$ cat config.mk
export PLATFORM = sky130hd
export DESIGN_NAME = sae_tx
export DESIGN_NICKNAME = d
export VERILOG_FILES = /design/src/sae_tx.v /design/src/sae_fifo.v
export VERILOG_INCLUDE_DIRS = /design/src
export SDC_FILE = /design/constraint.sdc
export NUM_CORES = 1
export LEC_CHECK = 0
export BUFFER_PORTS_ARGS = -buffer_cell sky130_fd_sc_hd__buf_2
export CAP_MARGIN = 5
export CORE_MARGIN = 3
export CORE_UTILIZATION = 59
export DETAILED_ROUTE_END_ITERATION = 12
export GPL_ROUTABILITY_DRIVEN = 0
export PLACE_DENSITY = 0.84
export SKIP_CTS_REPAIR_TIMING = 1
export SLEW_MARGIN = 0
export SYNTH_ARGS = -nofsm -noshare
export SYNTH_HDL_FRONTEND = slang
export SYNTH_HIERARCHICAL = 1
export SYNTH_SLANG_ARGS = --single-unit
export TNS_END_PERCENT = 30
$ cat constraint.sdc
create_clock -name sys_clk -period 5.94 [get_ports sys_clk]
set_input_delay 0.594 -clock sys_clk [delete_from_list [all_inputs] [get_ports sys_clk]]
set_output_delay 0.594 -clock sys_clk [all_outputs]
set_load 0.03 [all_outputs]
$ cat src/sae_defines.vh
// Constants for the serial altitude encoder transmitter
`ifndef SAE_DEFINES_VH
`define SAE_DEFINES_VH

`define SAE_CLK_HZ 20000000
`define SAE_BAUD_FMT12 1200
`define SAE_BAUD_FMT3 2400
`define SAE_BAUD_FMT4 9600
`define SAE_DIV_FMT12 15'h411B
`define SAE_DIV_FMT3 15'h208D
`define SAE_DIV_FMT4 15'h0823

`define SAE_FMT_ONE 2'h0
`define SAE_FMT_TWO 2'h1
`define SAE_FMT_THREE 2'h2
`define SAE_FMT_FOUR 2'h3

`define SAE_LAST_IDX_LONG 5'h10
`define SAE_LAST_IDX_SHORT 5'h09
`define SAE_CKS_HI_IDX 5'h0E
`define SAE_ALT_MAX 17'h1869F

`define SAE_FRAME_BITS 4'h9
`define SAE_FIFO_WIDTH 8
`define SAE_FIFO_DEPTH 8
`define SAE_FIFO_AW 3

`endif

$ cat src/sae_tx.v
// Serial altitude sentence builder and 8N1 transmitter
`timescale 1ns/1ns
`default_nettype none
`include "sae_defines.vh"
module sae_tx #(
    parameter [14:0] DIV_FMT12 = `SAE_DIV_FMT12,
    parameter [14:0] DIV_FMT3 = `SAE_DIV_FMT3,
    parameter [14:0] DIV_FMT4 = `SAE_DIV_FMT4
) (
    input wire sys_clk,
    input wire rst,
    input wire [17:0] pressure_alt,
    input wire [1:0] sentence_format_select,
    input wire res_100ft,
    input wire send_req,
    output wire busy,
    output wire enc_tx
);
    localparam [3:0] ST_IDLE = 4'h1;
    localparam [3:0] ST_CONV = 4'h2;
    localparam [3:0] ST_EMIT = 4'h4;
    localparam [3:0] ST_DRAIN = 4'h8;

    function [7:0] hex_char;
        input [3:0] nib;
        begin
            hex_char = (nib < 4'hA) ? {4'h3, nib} : (8'h37 + {4'h0, nib});
        end
    endfunction

    function [16:0] pow10;
        input [2:0] p;
        begin
            case (p)
                3'h0: pow10 = 17'h00001;
                3'h1: pow10 = 17'h0000A;
                3'h2: pow10 = 17'h00064;
                3'h3: pow10 = 17'h003E8;
                default: pow10 = 17'h02710;
            endcase
        end
    endfunction

    function [7:0] sentence_byte;
        input [1:0] fmt;
        input [4:0] idx;
        input neg;
        input [19:0] dig;
        input [7:0] cks;
        reg [7:0] sign_ch;
        reg [4:0] dpos;
        begin
            sign_ch = neg ? 8'h2D : 8'h2B;
            sentence_byte = 8'h0D;
            dpos = 5'h0;
            if (fmt == `SAE_FMT_ONE || fmt == `SAE_FMT_TWO) begin
                dpos = idx - 5'h05;
                case (idx)
                    5'h00: sentence_byte = (fmt == `SAE_FMT_ONE) ? 8'h23 : 8'h24;
                    5'h01: sentence_byte = (fmt == `SAE_FMT_ONE) ? 8'h41 : 8'h4D;
                    5'h02: sentence_byte = (fmt == `SAE_FMT_ONE) ? 8'h4C : 8'h47;
                    5'h03: sentence_byte = (fmt == `SAE_FMT_ONE) ? 8'h20 : 8'h4C;
                    5'h04: sentence_byte = sign_ch;
                    5'h05, 5'h06, 5'h07, 5'h08, 5'h09:
                        sentence_byte = {4'h3, dig[(5'h04 - dpos)*4 +: 4]};
                    5'h0A: sentence_byte = 8'h54;
                    5'h0B: sentence_byte = 8'h2B;
                    5'h0C: sentence_byte = 8'h32;
                    5'h0D: sentence_byte = 8'h35;
                    5'h0E: sentence_byte = hex_char(cks[7:4]);
                    5'h0F: sentence_byte = hex_char(cks[3:0]);
                    default: sentence_byte = 8'h0D;
                endcase
            end else begin
                dpos = idx - 5'h04;
                case (idx)
                    5'h00: sentence_byte = 8'h41;
                    5'h01: sentence_byte = 8'h4C;
                    5'h02: sentence_byte = 8'h54;
                    5'h03: sentence_byte = 8'h20;
                    5'h04: sentence_byte = neg ? 8'h2D : {4'h3, dig[19:16]};
                    5'h05, 5'h06, 5'h07, 5'h08:
                        sentence_byte = {4'h3, dig[(5'h04 - dpos)*4 +: 4]};
                    default: sentence_byte = 8'h0D;
                endcase
            end
        end
    endfunction

    reg [3:0] state;
    reg [1:0] fmt;
    reg res100;
    reg neg;
    reg [16:0] rem;
    reg [2:0] dpos;
    reg [19:0] digits;
    reg [4:0] idx;
    reg [7:0] cks;
    reg [14:0] div_sel;
    reg tx_act;
    reg [9:0] shreg;
    reg [3:0] bitcnt;
    reg [14:0] bcnt;
    wire fifo_in_ready;
    wire fifo_out_valid;
    wire [7:0] fifo_out_data;
    wire [19:0] q_digits;
    wire [7:0] cur_byte;
    wire [4:0] last_idx;
    wire [17:0] mag;

    // Resolution masks low digits
    assign q_digits = {digits[19:8], res100 ? 4'h0 : digits[7:4], 4'h0};
    assign cur_byte = sentence_byte(fmt, idx, neg, q_digits, cks);
    assign last_idx = (fmt == `SAE_FMT_ONE || fmt == `SAE_FMT_TWO) ?
        `SAE_LAST_IDX_LONG : `SAE_LAST_IDX_SHORT;
    // Input is already referenced to 29.92, no baro term here
    assign mag = pressure_alt[17] ? (~pressure_alt + 18'h00001) : pressure_alt;
    assign busy = (state != ST_IDLE);
    assign enc_tx = shreg[0];

    always @(posedge sys_clk or posedge rst) begin
        if (rst) begin
            state <= ST_IDLE;
            fmt <= `SAE_FMT_ONE;
            res100 <= 1'b0;
            neg <= 1'b0;
            rem <= 17'h00000;
            dpos <= 3'h0;
            digits <= 20'h00000;
            idx <= 5'h00;
            cks <= 8'h00;
            div_sel <= 15'h0001;
        end else begin
            case (state)
                ST_IDLE: begin
                    if (send_req) begin
                        fmt <= sentence_format_select;
                        res100 <= res_100ft;
                        neg <= pressure_alt[17];
                        rem <= (mag > {1'b0, `SAE_ALT_MAX}) ? `SAE_ALT_MAX : mag[16:0];
                        dpos <= 3'h4;
                        digits <= 20'h00000;
                        idx <= 5'h00;
                        cks <= 8'h00;
                        case (sentence_format_select)
                            `SAE_FMT_THREE: div_sel <= DIV_FMT3;
                            `SAE_FMT_FOUR: div_sel <= DIV_FMT4;
                            default: div_sel <= DIV_FMT12;
                        endcase
                        state <= ST_CONV;
                    end
                end
                ST_CONV: begin
                    // Decimal digits by repeated subtraction, zero padded
                    if (rem >= pow10(dpos)) begin
                        rem <= rem - pow10(dpos);
                        digits[dpos*4 +: 4] <= digits[dpos*4 +: 4] + 4'h1;
                    end else if (dpos == 3'h0) begin
                        state <= ST_EMIT;
                    end else begin
                        dpos <= dpos - 3'h1;
                    end
                end
                ST_EMIT: begin
                    if (fifo_in_ready) begin
                        if (idx < `SAE_CKS_HI_IDX) begin
                            cks <= cks + cur_byte;
                        end
                        if (idx == last_idx) begin
                            state <= ST_DRAIN;
                        end else begin
                            idx <= idx + 5'h01;
                        end
                    end
                end
                ST_DRAIN: begin
                    // Hold rate until the last bit has left the line
                    if (!fifo_out_valid && !tx_act) begin
                        state <= ST_IDLE;
                    end
                end
                default: state <= ST_IDLE;
            endcase
        end
    end

    sae_fifo #(
        .WIDTH(`SAE_FIFO_WIDTH),
        .DEPTH(`SAE_FIFO_DEPTH),
        .AW(`SAE_FIFO_AW)
    ) u_fifo (
        .sys_clk(sys_clk),
        .rst(rst),
        .in_valid(state == ST_EMIT),
        .in_ready(fifo_in_ready),
        .in_data(cur_byte),
        .out_valid(fifo_out_valid),
        .out_ready(!tx_act),
        .out_data(fifo_out_data)
    );

    // 8N1 shifter, start bit low, stop bit high
    always @(posedge sys_clk or posedge rst) begin
        if (rst) begin
            tx_act <= 1'b0;
            shreg <= 10'h3FF;
            bitcnt <= 4'h0;
            bcnt <= 15'h0000;
        end else if (!tx_act) begin
            if (fifo_out_valid) begin
                shreg <= {1'b1, fifo_out_data, 1'b0};
                bitcnt <= 4'h0;
                bcnt <= div_sel - 15'h0001;
                tx_act <= 1'b1;
            end
        end else if (bcnt == 15'h0000) begin
            bcnt <= div_sel - 15'h0001;
            shreg <= {1'b1, shreg[9:1]};
            if (bitcnt == `SAE_FRAME_BITS) begin
                tx_act <= 1'b0;
            end else begin
                bitcnt <= bitcnt + 4'h1;
            end
        end else begin
            bcnt <= bcnt - 15'h0001;
        end
    end
endmodule // sae_tx
`default_nettype wire

$ cat src/sae_fifo.v
// Byte FIFO between sentence builder and serial shifter
`timescale 1ns/1ns
`default_nettype none
module sae_fifo #(
    parameter WIDTH = 8,
    parameter DEPTH = 8,
    parameter AW = 3
) (
    input wire sys_clk,
    input wire rst,
    input wire in_valid,
    output wire in_ready,
    input wire [WIDTH-1:0] in_data,
    output wire out_valid,
    input wire out_ready,
    output wire [WIDTH-1:0] out_data
);
    reg [WIDTH-1:0] mem [0:DEPTH-1];
    reg [AW-1:0] wr_ptr;
    reg [AW-1:0] rd_ptr;
    reg [AW:0] count;
    wire push;
    wire pop;

    assign in_ready = (count != DEPTH[AW:0]);
    assign out_valid = (count != {(AW+1){1'b0}});
    assign push = in_valid && in_ready;
    assign pop = out_valid && out_ready;
    assign out_data = mem[rd_ptr];

    always @(posedge sys_clk) begin
        if (push) begin
            mem[wr_ptr] <= in_data;
        end
    end

    always @(posedge sys_clk or posedge rst) begin
        if (rst) begin
            wr_ptr <= {AW{1'b0}};
            rd_ptr <= {AW{1'b0}};
            count <= {(AW+1){1'b0}};
        end else begin
            if (push) begin
                wr_ptr <= wr_ptr + 1'b1;
            end
            if (pop) begin
                rd_ptr <= rd_ptr + 1'b1;
            end
            if (push && !pop) begin
                count <= count + 1'b1;
            end else if (pop && !push) begin
                count <= count - 1'b1;
            end
        end
    end
endmodule // sae_fifo
`default_nettype wire

==> impl_metrics.env, run 1 <==
export IMPL_cts_tree="done"
export IMPL_path_clk_slew_ns=0.07
export IMPL_synth_flop_cell="dfrtp_1"
export IMPL_dieWidth_um=140.6
export IMPL_ys_seq_area_share_pct=42.70
export IMPL_maxSlewViolCount=0
export IMPL_pre_cts_slack_ns=0.9535
export IMPL_synth_edf_count=64
export IMPL_fmax_mhz=193.4
export IMPL_clock_latency_ns=0.44
export IMPL_async_flop_share_pct=62.13
export IMPL_fin_crit_ns=5.171
export IMPL_worstReg2RegStart="dpos[0]"
export IMPL_hold_slack_ns=0.1109
export IMPL_yosysWarnings=6
export IMPL_clockBufferDepth=2
export IMPL_synth_seq_cells=169
export IMPL_swShare_pct=40.94
export IMPL_overflow=0
export IMPL_cts_sinks=169
export IMPL_path_class="reg -> reg"
export IMPL_critPathLaunch="dpos[0]"
export IMPL_clock_power_share_pct=21.9
export IMPL_ant_nets=0
export IMPL_io_buffers=25
export IMPL_timing_final_ws_setup_ns=0.7686
export IMPL_failed_checks="DRC"
export IMPL_finalSetupTns_ns=0
export IMPL_netlist_area_sq_um=10680
export IMPL_track_usage_pct=26.94
export IMPL_finalCritPeriodShare_pct=87.06
export IMPL_htree_levels=4
export IMPL_wirelength_um=26270
export IMPL_holdCritPathClass="in -> async"
export IMPL_p_per_area_nw_per_um2=454.9
export IMPL_std_cell_rows=48
export IMPL_power_switching_mw=2.150
export IMPL_status="complete, but fails checks"
export IMPL_hpwl_um=17830
export IMPL_relSlewSlack_pct=18.85
export IMPL_die_area_sq_um=19760
export IMPL_finalSetupViolCount=0
export IMPL_vias=8806
export IMPL_synth_cells=1074
export IMPL_drtIter0Drc=1066
export IMPL_grt_pass1_wl_um=42920
export IMPL_numCtsBuffers=17
export IMPL_worstPathRequired_ns=6.23
export IMPL_postSynthAreaPerCell_sq_um=9.947
export IMPL_internal_power_mw=3.101
export IMPL_wl_per_cell_um=19.91
export IMPL_postPlaceCellArea_sq_um=10930
export IMPL_drc=1
export IMPL_rsz0062_at_grt="no"
export IMPL_core_area_sq_um=17540
export IMPL_drive_above_1_share_pct=11.33
export IMPL_tightest_slew_ns=1.205
export IMPL_setup_worst_path_start_class="flop"
export IMPL_p_leak_nw=4.564
export IMPL_initial_utilization_pct=60.92
export IMPL_final_setup_skew_ns=0.01032
export IMPL_io_pins=26
export IMPL_clockRootBuffer="clkbuf_16"
export IMPL_final_hold_violation_count=0
export IMPL_grt_max_degree=76
export IMPL_final_nets=1155
export IMPL_dp_cells=1287
export IMPL_avgViaCountPerCell=6.676
export IMPL_cap_violations=0
export IMPL_drt_pass1_iterations=12
export IMPL_power_total_mw=5.251
export IMPL_critPathCaptureType="flop"
export IMPL_utilization_pct=65.82
export IMPL_fin_cells=1319
export IMPL_antenna_found_initial=0
export IMPL_area_growth_synth_to_final_pct=8.046
export IMPL_diodes=0
export IMPL_p_seq_share_pct=35.8
export IMPL_cp_max_fo=18
export IMPL_arrival_ns=5.46
export IMPL_die_h_um=140.6
export IMPL_first_global_vias=8405
export IMPL_finish_instance_area_sq_um=11540
export IMPL_vdd_drop_max_mv=0.2761
export IMPL_synth_distinct_cells=94
export IMPL_p_comb_share_pct=42.3
## final timing paths
path                              end  slack (ns)  depth (start not counted)
max                        digits[15]        0.77                         14
min reg2reg                    fmt[0]        0.49                          2
min in group sys_clk           res100        0.36                          3
max reg2reg                digits[15]        0.77                         14
max in group asynchronous     bcnt[6]        4.55                          3
min                           rem[11]        0.11                          2
## state kept, by name (all words and copies together), names as in the netlist, 2 cells and up
name	cells
u_fifo/mem	64
digits	20
rem	17
bcnt	15
shreg	9
cks	8
div_sel	5
idx	5
bitcnt	4
state	4
u_fifo/count	4
dpos	3
u_fifo/rd_ptr	3
u_fifo/wr_ptr	3
fmt	2
## cells by family after synthesis
family | count (synthesis) | share of synthesized area, %
other cells | 1 | 0.03510
fa+ha+maj | 50 | 6.067
xor+xnor | 44 | 3.607
flops | 169 | 42.70
mux | 49 | 7.320
buf+inv | 99 | 3.971
simple gates | 369 | 17.57
compound gates | 293 | 18.73
## cell type report
type                       instances  area [sq um]
fill                            1302          5995
multi-input combinational        813          5723
sequential                       169          4562
clock buffer                      17         425.4
tap                              225         281.5
timing repair buffer              34         192.7
clock inverter                    15         182.7
inverter                          46         175.2
## layout by cell type (no fill, tap or decap), types with 8 or more instances in the layout
master       n
a21oi_1     50
o211ai_1     8
edfxtp_1    64
and2_1       8
xor2_1      16
buf_2       25
a31oi_1     16
nand2_1     85
dfstp_2     10
or3_1       18
buf_4        9
o2bb2ai_1    8
inv_1       43
nor4_1      12
nor2b_1     12
o31ai_1     15
mux4_1      16
a22o_1       8
dfrtp_1     95
o22ai_1     19
xnor2_1     28
ha_1        47
nand4_1      8
conb_1       8
nand3_1     28
mux2i_1     14
o21ai_0     67
o21a_1       9
nor2_1     102
mux2_2      17
nand2b_1    14
clkbuf_16   17
nor3_1      30
## power by group through the flow
stage          clock, mW  combinational (mW)  sequential [mW]
5_1_grt             1.21                2.43             1.92
6_report            1.15                2.22             1.88
4_1_cts             1.16                2.18             1.87
2_1_floorplan          0                1.80             1.74
3_3_place_gp           0                2.07             1.87
3_5_place_dp           0                2.14             1.88
## per-layer routing
metal | vias to the layer above | wire length (um) | track usage [%]
li1 | 4067 | - | -
met2 | 389 | 12790 | 44.51
met1 | 4286 | 11160 | 36.36
met5 | - | 0 | 0
met3 | 64 | 1783 | 4.882
met4 | 0 | 537 | 8.516
## critical path: stages (launching register included)
cell and delay, ns:
dfrtp_1 0.73, inv_1 0.19, ha_1 0.27, ha_1 0.41, nor2_1 0.18, nand2_1 0.12, and2_1 0.23, ha_1 0.41
nand4b_2 0.19, or4b_4 0.56, o41a_1 0.47, o21a_1 0.20, nand2_1 0.34, o21ai_1 0.25, o41ai_1 0.49
## synth_stat cells, drive strengths merged (7+ instances only)
cell type,instances,area [sq um]
clkbuf,39,148.9
a221oi,7,61.31
o2bb2ai,8,70.07
ha,47,588.1
a21o,9,70.07
a21oi,50,250.2
o31ai,16,125.1
nor4,13,87.58
o21a,9,67.56
or2,7,46.30
nor3,30,150.1
a211oi,7,52.55
dfstp,10,262.8
mux2,19,221.5
edfxtp,64,1922
or4,8,67.56
o21ai,70,350.3
o211ai,8,60.06
buf,14,102.6
or3,18,112.6
mux4,16,420.4
xnor2,28,245.2
inv,44,165.2
nand3,28,140.1
and2,10,65.07
a31oi,16,100.1
nand2,86,325.3
mux2i,14,140.1
nor2b,12,75.07
xor2,16,140.1
nand4,8,50.05
nor3b,7,52.55
nand2b,14,87.58
nor2,103,394.1
o41ai,7,68.82
o22ai,19,118.9
a22o,8,70.07
dfrtp,95,2377
No activity file was read; power rests on OpenSTA's default activity.
==> run 2: changes to the inputs <==
--- a/config.mk
+++ b/config.mk
@@ -8,6 +8,7 @@
 export LEC_CHECK = 0
 export BUFFER_PORTS_ARGS = -buffer_cell sky130_fd_sc_hd__buf_2
 export CAP_MARGIN = 5
+export CORE_ASPECT_RATIO = 0.7
 export CORE_MARGIN = 3
 export CORE_UTILIZATION = 59
 export DETAILED_ROUTE_END_ITERATION = 12
==> constraint.sdc (replaced) <==
create_clock -name sys_clk -period 5.25 [get_ports sys_clk]
set_input_delay 0.525 -clock sys_clk [delete_from_list [all_inputs] [get_ports sys_clk]]
set_output_delay 0.525 -clock sys_clk [all_outputs]
set_load 0.03 [all_outputs]
==> impl_metrics.env, run 2 (synthesis results as in run 1) <==
export IMPL_status="complete, no violations"
export IMPL_timing_final_ws_setup_ns=0.5505
export IMPL_antenna_found_initial=0
export IMPL_wl_per_cell_um=19.65
export IMPL_numCtsBuffers=17
export IMPL_maxSlewViolCount=0
export IMPL_initial_utilization_pct=61.16
export IMPL_final_nets=1163
export IMPL_hpwl_um=18470
export IMPL_final_hold_violation_count=0
export IMPL_cp_max_fo=14
export IMPL_die_area_sq_um=19780
export IMPL_fin_crit_ns=4.699
export IMPL_drc=0
export IMPL_holdCritPathClass="in -> async"
export IMPL_reg_top3="u_fifo/mem (64), digits (20), rem (17)"
export IMPL_drtIter0Drc=1403
export IMPL_ant_nets=0
export IMPL_finalCritPeriodShare_pct=89.51
export IMPL_p_per_area_nw_per_um2=513.9
export IMPL_die_h_um=118.6
export IMPL_layout_common_cells="nor2_1 (102), dfrtp_1 (95), nand2_1 (85)"
export IMPL_finalSetupViolCount=0
export IMPL_htree_levels=4
export IMPL_tightest_slew_ns=0.9816
export IMPL_power_total_mw=5.955
export IMPL_critPathCaptureType="flop"
export IMPL_cts_tree="done"
export IMPL_worstPathRequired_ns=5.57
export IMPL_relSlewSlack_pct=34.56
export IMPL_drt_pass1_iterations=8
export IMPL_io_buffers=25
export IMPL_core_area_sq_um=17470
export IMPL_cap_violations=0
export IMPL_r2r_cells=17
export IMPL_rsz0062_at_grt="no"
export IMPL_io_pins=26
export IMPL_arrival_ns=5.02
export IMPL_finish_instance_area_sq_um=11590
export IMPL_diodes=0
export IMPL_dieWidth_um=166.8
export IMPL_postPlaceCellArea_sq_um=11000
export IMPL_first_global_vias=8170
export IMPL_clockRootBuffer="clkbuf_16"
export IMPL_utilization_pct=66.35
export IMPL_vias=8867
export IMPL_clock_latency_ns=0.43
export IMPL_seq_area_sq_um=4562
export IMPL_pre_cts_slack_ns=0.5933
export IMPL_path_clk_slew_ns=0.07
export IMPL_layout_commonest_cell="nor2_1"
export IMPL_finalSetupTns_ns=0
export IMPL_track_usage_pct=26.88
export IMPL_p_leak_nw=4.607
export IMPL_drive_above_1_share_pct=11.98
export IMPL_clockBufferDepth=2
export IMPL_wirelength_um=26200
export IMPL_largest_register_ffs=64
export IMPL_grt_pass1_wl_um=43130
export IMPL_grt_max_degree=50
export IMPL_area_growth_synth_to_final_pct=8.480
export IMPL_overflow=0
export IMPL_path_class="reg -> reg"
export IMPL_std_cell_rows=40
export IMPL_setup_worst_path_start_class="flop"
export IMPL_n_fill_cell=1302
export IMPL_largest_register="u_fifo/mem"
export IMPL_multi_input_area_sq_um=5723
export IMPL_avgViaCountPerCell=6.652
export IMPL_fmax_mhz=212.8
export IMPL_final_setup_skew_ns=0.01046
export IMPL_cts_sinks=169
export IMPL_vdd_drop_max_mv=0.2496
-- run 2: changes by cell type in the layout (fill, tap and decap cells not counted), sizes merged --
cell,delta
bufinv,-1
buf,+8
clkbuf,+3
clkinvlp,-2
-- run 2: worst paths after layout --
path,startpoint,to,slack (ns)
min,rst,u_fifo/count[0],0.10
max,idx[1],cks[7],0.55
max reg2reg,idx[1],cks[7],0.55
min in group sys_clk,send_req,state[0],0.33
max in group asynchronous,rst,dpos[2],3.98
min reg2reg,shreg[0],shreg[0],0.49
-- run 2: final cells by class --
| class | instances | share of cell area (%) |
|---|---|---|
| clock buffer | 20 | 3.984 |
| clock inverter | 12 | 1.080 |
| sequential | 169 | 39.37 |
| timing repair buffer | 42 | 2.181 |
| tap | 231 | 2.494 |
| multi-input combinational | 813 | 49.38 |
| inverter | 46 | 1.512 |
-- run 2: report_power, final --
group | leakage [nW] | switching (mW) | internal, mW | total [mW]
registers | 1.90 | 0.341 | 1.76 | 2.10
clock network | 0.291 | 0.558 | 0.703 | 1.26
logic | 2.42 | 1.54 | 1.06 | 2.60
-- run 2: metrics by stage --
| step | hold WS, ns | instances |
|---|---|---|
| after global routing | 0.1220 | 1333 |
| after floorplan | 0.3652 | 1081 |
| after CTS | 0.1040 | 1333 |
| final | 0.1012 | 1333 |
| after global placement | 0.4728 | 1301 |
| after detailed placement | 0.4868 | 1301 |
-- run 2: critical path, stage by stage (launching register included) --
cell and delay (ns):
dfrtp_1 0.48, inv_1 0.16, ha_1 0.46, xor2_1 0.40
xnor2_1 0.29, and2_1 0.26, a22o_1 0.16, a21oi_1 0.06
o221a_2 0.26, o22ai_1 0.52, ha_1 0.35, a21o_1 0.18
a21oi_1 0.21, nor2_1 0.08, o31a_1 0.25, o221ai_1 0.22
xor2_1 0.17, nor2_1 0.05
-- run 2: layer usage --
layer  up-vias  routed length [um]  global-route usage (%)
met2       465               11330                   39.04
met3        50                2408                   6.453
met1      4274               12120                   40.98
met4         0                 338                   6.079
li1       4078                   -                       -
met5         -                   0                       0
==> run 3: changes to the inputs <==
--- a/config.mk
+++ b/config.mk
@@ -10,10 +10,10 @@
 export CAP_MARGIN = 5
 export CORE_ASPECT_RATIO = 0.7
 export CORE_MARGIN = 3
-export CORE_UTILIZATION = 59
+export CORE_UTILIZATION = 25
 export DETAILED_ROUTE_END_ITERATION = 12
 export GPL_ROUTABILITY_DRIVEN = 0
-export PLACE_DENSITY = 0.84
+export PLACE_DENSITY = 0.47
 export SKIP_CTS_REPAIR_TIMING = 1
 export SLEW_MARGIN = 0
 export SYNTH_ARGS = -nofsm -noshare
==> impl_metrics.env, run 3 (synthesis results as in run 1) <==
export IMPL_status="complete, no violations"
export IMPL_vdd_drop_max_mv=0.3116
export IMPL_area_growth_synth_to_final_pct=11.96
export IMPL_die_area_sq_um=45290
export IMPL_reg_top3="u_fifo/mem (64), digits (20), rem (17)"
export IMPL_drt_pass1_iterations=5
export IMPL_r2r_cells=16
export IMPL_final_nets=1162
export IMPL_fin_cells=1645
export IMPL_path_class="reg -> reg"
export IMPL_dp_cells=1613
export IMPL_finalCritPeriodShare_pct=89.45
export IMPL_fin_crit_ns=4.696
export IMPL_setup_worst_path_start_class="flop"
export IMPL_drtIter0Drc=770
export IMPL_arrival_ns=4.98
export IMPL_worstPathRequired_ns=5.53
export IMPL_clockRootBuffer="clkbuf_16"
export IMPL_clockBufferDepth=2
export IMPL_core_area_sq_um=41580
export IMPL_hpwl_um=21400
export IMPL_first_global_vias=7899
export IMPL_numCtsBuffers=17
export IMPL_final_setup_skew_ns=0.01090
export IMPL_final_hold_violation_count=0
export IMPL_finalSetupViolCount=0
export IMPL_vias=8467
export IMPL_path_cells="inv_1 > ha_1 > xor2_1 > xnor2_1 > and2_1 > a22o_1 > a21oi_1 > o2111a_1 > a31oi_1 > ha_1 > a21oi_1 > nor2_1 > o31a_1 > o221ai_1 > xor2_1 > nor2_1"
export IMPL_wirelength_um=29650
export IMPL_cp_max_fo=14
export IMPL_antenna_found_initial=0
export IMPL_cap_violations=0
export IMPL_layout_common_cells="nor2_1 (102), dfrtp_1 (95), nand2_1 (85)"
export IMPL_cts_tree="done"
export IMPL_std_cell_rows=62
export IMPL_initial_utilization_pct=25.69
export IMPL_ant_nets=0
export IMPL_diodes=0
export IMPL_dieWidth_um=253.1
export IMPL_layout_commonest_cell="nor2_1"
export IMPL_critPathMaxStageDelay_ns=0.59
export IMPL_grt_max_degree=68
export IMPL_maxSlewViolCount=0
export IMPL_avgViaCountPerCell=5.147
export IMPL_htree_levels=4
export IMPL_largest_register="u_fifo/mem"
export IMPL_grt_pass1_wl_um=47400
export IMPL_track_usage_pct=13.48
export IMPL_timing_rr_end="cks[7]"
export IMPL_worstReg2RegStart="idx[0]"
export IMPL_rsz0062_at_grt="no"
export IMPL_p_leak_nw=4.589
export IMPL_finish_instance_area_sq_um=11960
export IMPL_critPathCaptureType="flop"
export IMPL_drive_above_1_share_pct=11.90
export IMPL_clock_latency_ns=0.44
export IMPL_cts_sinks=169
export IMPL_holdCritPathClass="in -> async"
export IMPL_rrSetupSlack_ns=0.55
export IMPL_power_total_mw=5.976
export IMPL_wl_per_cell_um=18.02
export IMPL_fmax_mhz=212.9
export IMPL_largest_register_ffs=64
export IMPL_overflow=0
export IMPL_p_per_area_nw_per_um2=499.7
export IMPL_postPlaceCellArea_sq_um=11400
export IMPL_finalSetupTns_ns=0
export IMPL_critPathSlowestCell="a31oi_1"
export IMPL_relSlewSlack_pct=30.71
export IMPL_die_h_um=179.0
export IMPL_path_clk_slew_ns=0.07
export IMPL_io_pins=26
export IMPL_drc=0
export IMPL_io_buffers=25
export IMPL_tightest_slew_ns=1.039
export IMPL_utilization_pct=28.76
-- run 3: worst max path at each step --
stage,from,endpoint,cells past startpoint
after floorplan,dpos[0],digits[4],17
after global placement,idx[0],cks[7],16
after detailed placement,idx[0],cks[7],16
after CTS,idx[0],cks[7],16
after global routing,idx[0],cks[6],19
final,idx[0],cks[7],16
-- run 3: critical path, delay by kind of cell, from the launching register on --
family	cells	cell delay (ns)
compound gates	7	1.71
fa+ha+maj	2	0.92
xor+xnor	3	0.84
flops	1	0.48
simple gates	3	0.39
buf+inv	1	0.19
-- run 3: layer usage --
metal | part of all wire [%] | global-route usage (%) | vias to the layer above
li1 | - | - | 4066
met1 | 55 | 22.02 | 4162
met2 | 39 | 17.77 | 218
met3 | 5.0 | 2.523 | 21
met4 | 0.90 | 2.808 | 0
met5 | 0 | 0 | -
-- run 3: where the power goes --
part           switching, mW  internal [mW]  total [mW]
logic                   1.56           1.05        2.61
registers              0.358           1.76        2.11
clock network          0.574          0.675        1.25
-- run 3: metrics by stage --
step / setup WS [ns] / hold slack (ns)
2_1_floorplan: 0.9393 / 0.3652
3_3_place_gp: 0.6728 / 0.4680
3_5_place_dp: 0.5892 / 0.4762
4_1_cts: 0.5684 / 0.1105
5_1_grt: 0.1189 / 0.1303
6_report: 0.5538 / 0.1094
-- run 3: layout make-up --
class                           count  area (sq um)
Inverter                           46         175.2
Multi-Input combinational cell    813          5738
Clock inverter                     11         108.9
Clock buffer                       21         450.4
Sequential cell                   169          4562
Timing Repair Buffer               41         245.2
Fill cell                        4324         29620
Tap cell                          544         680.7
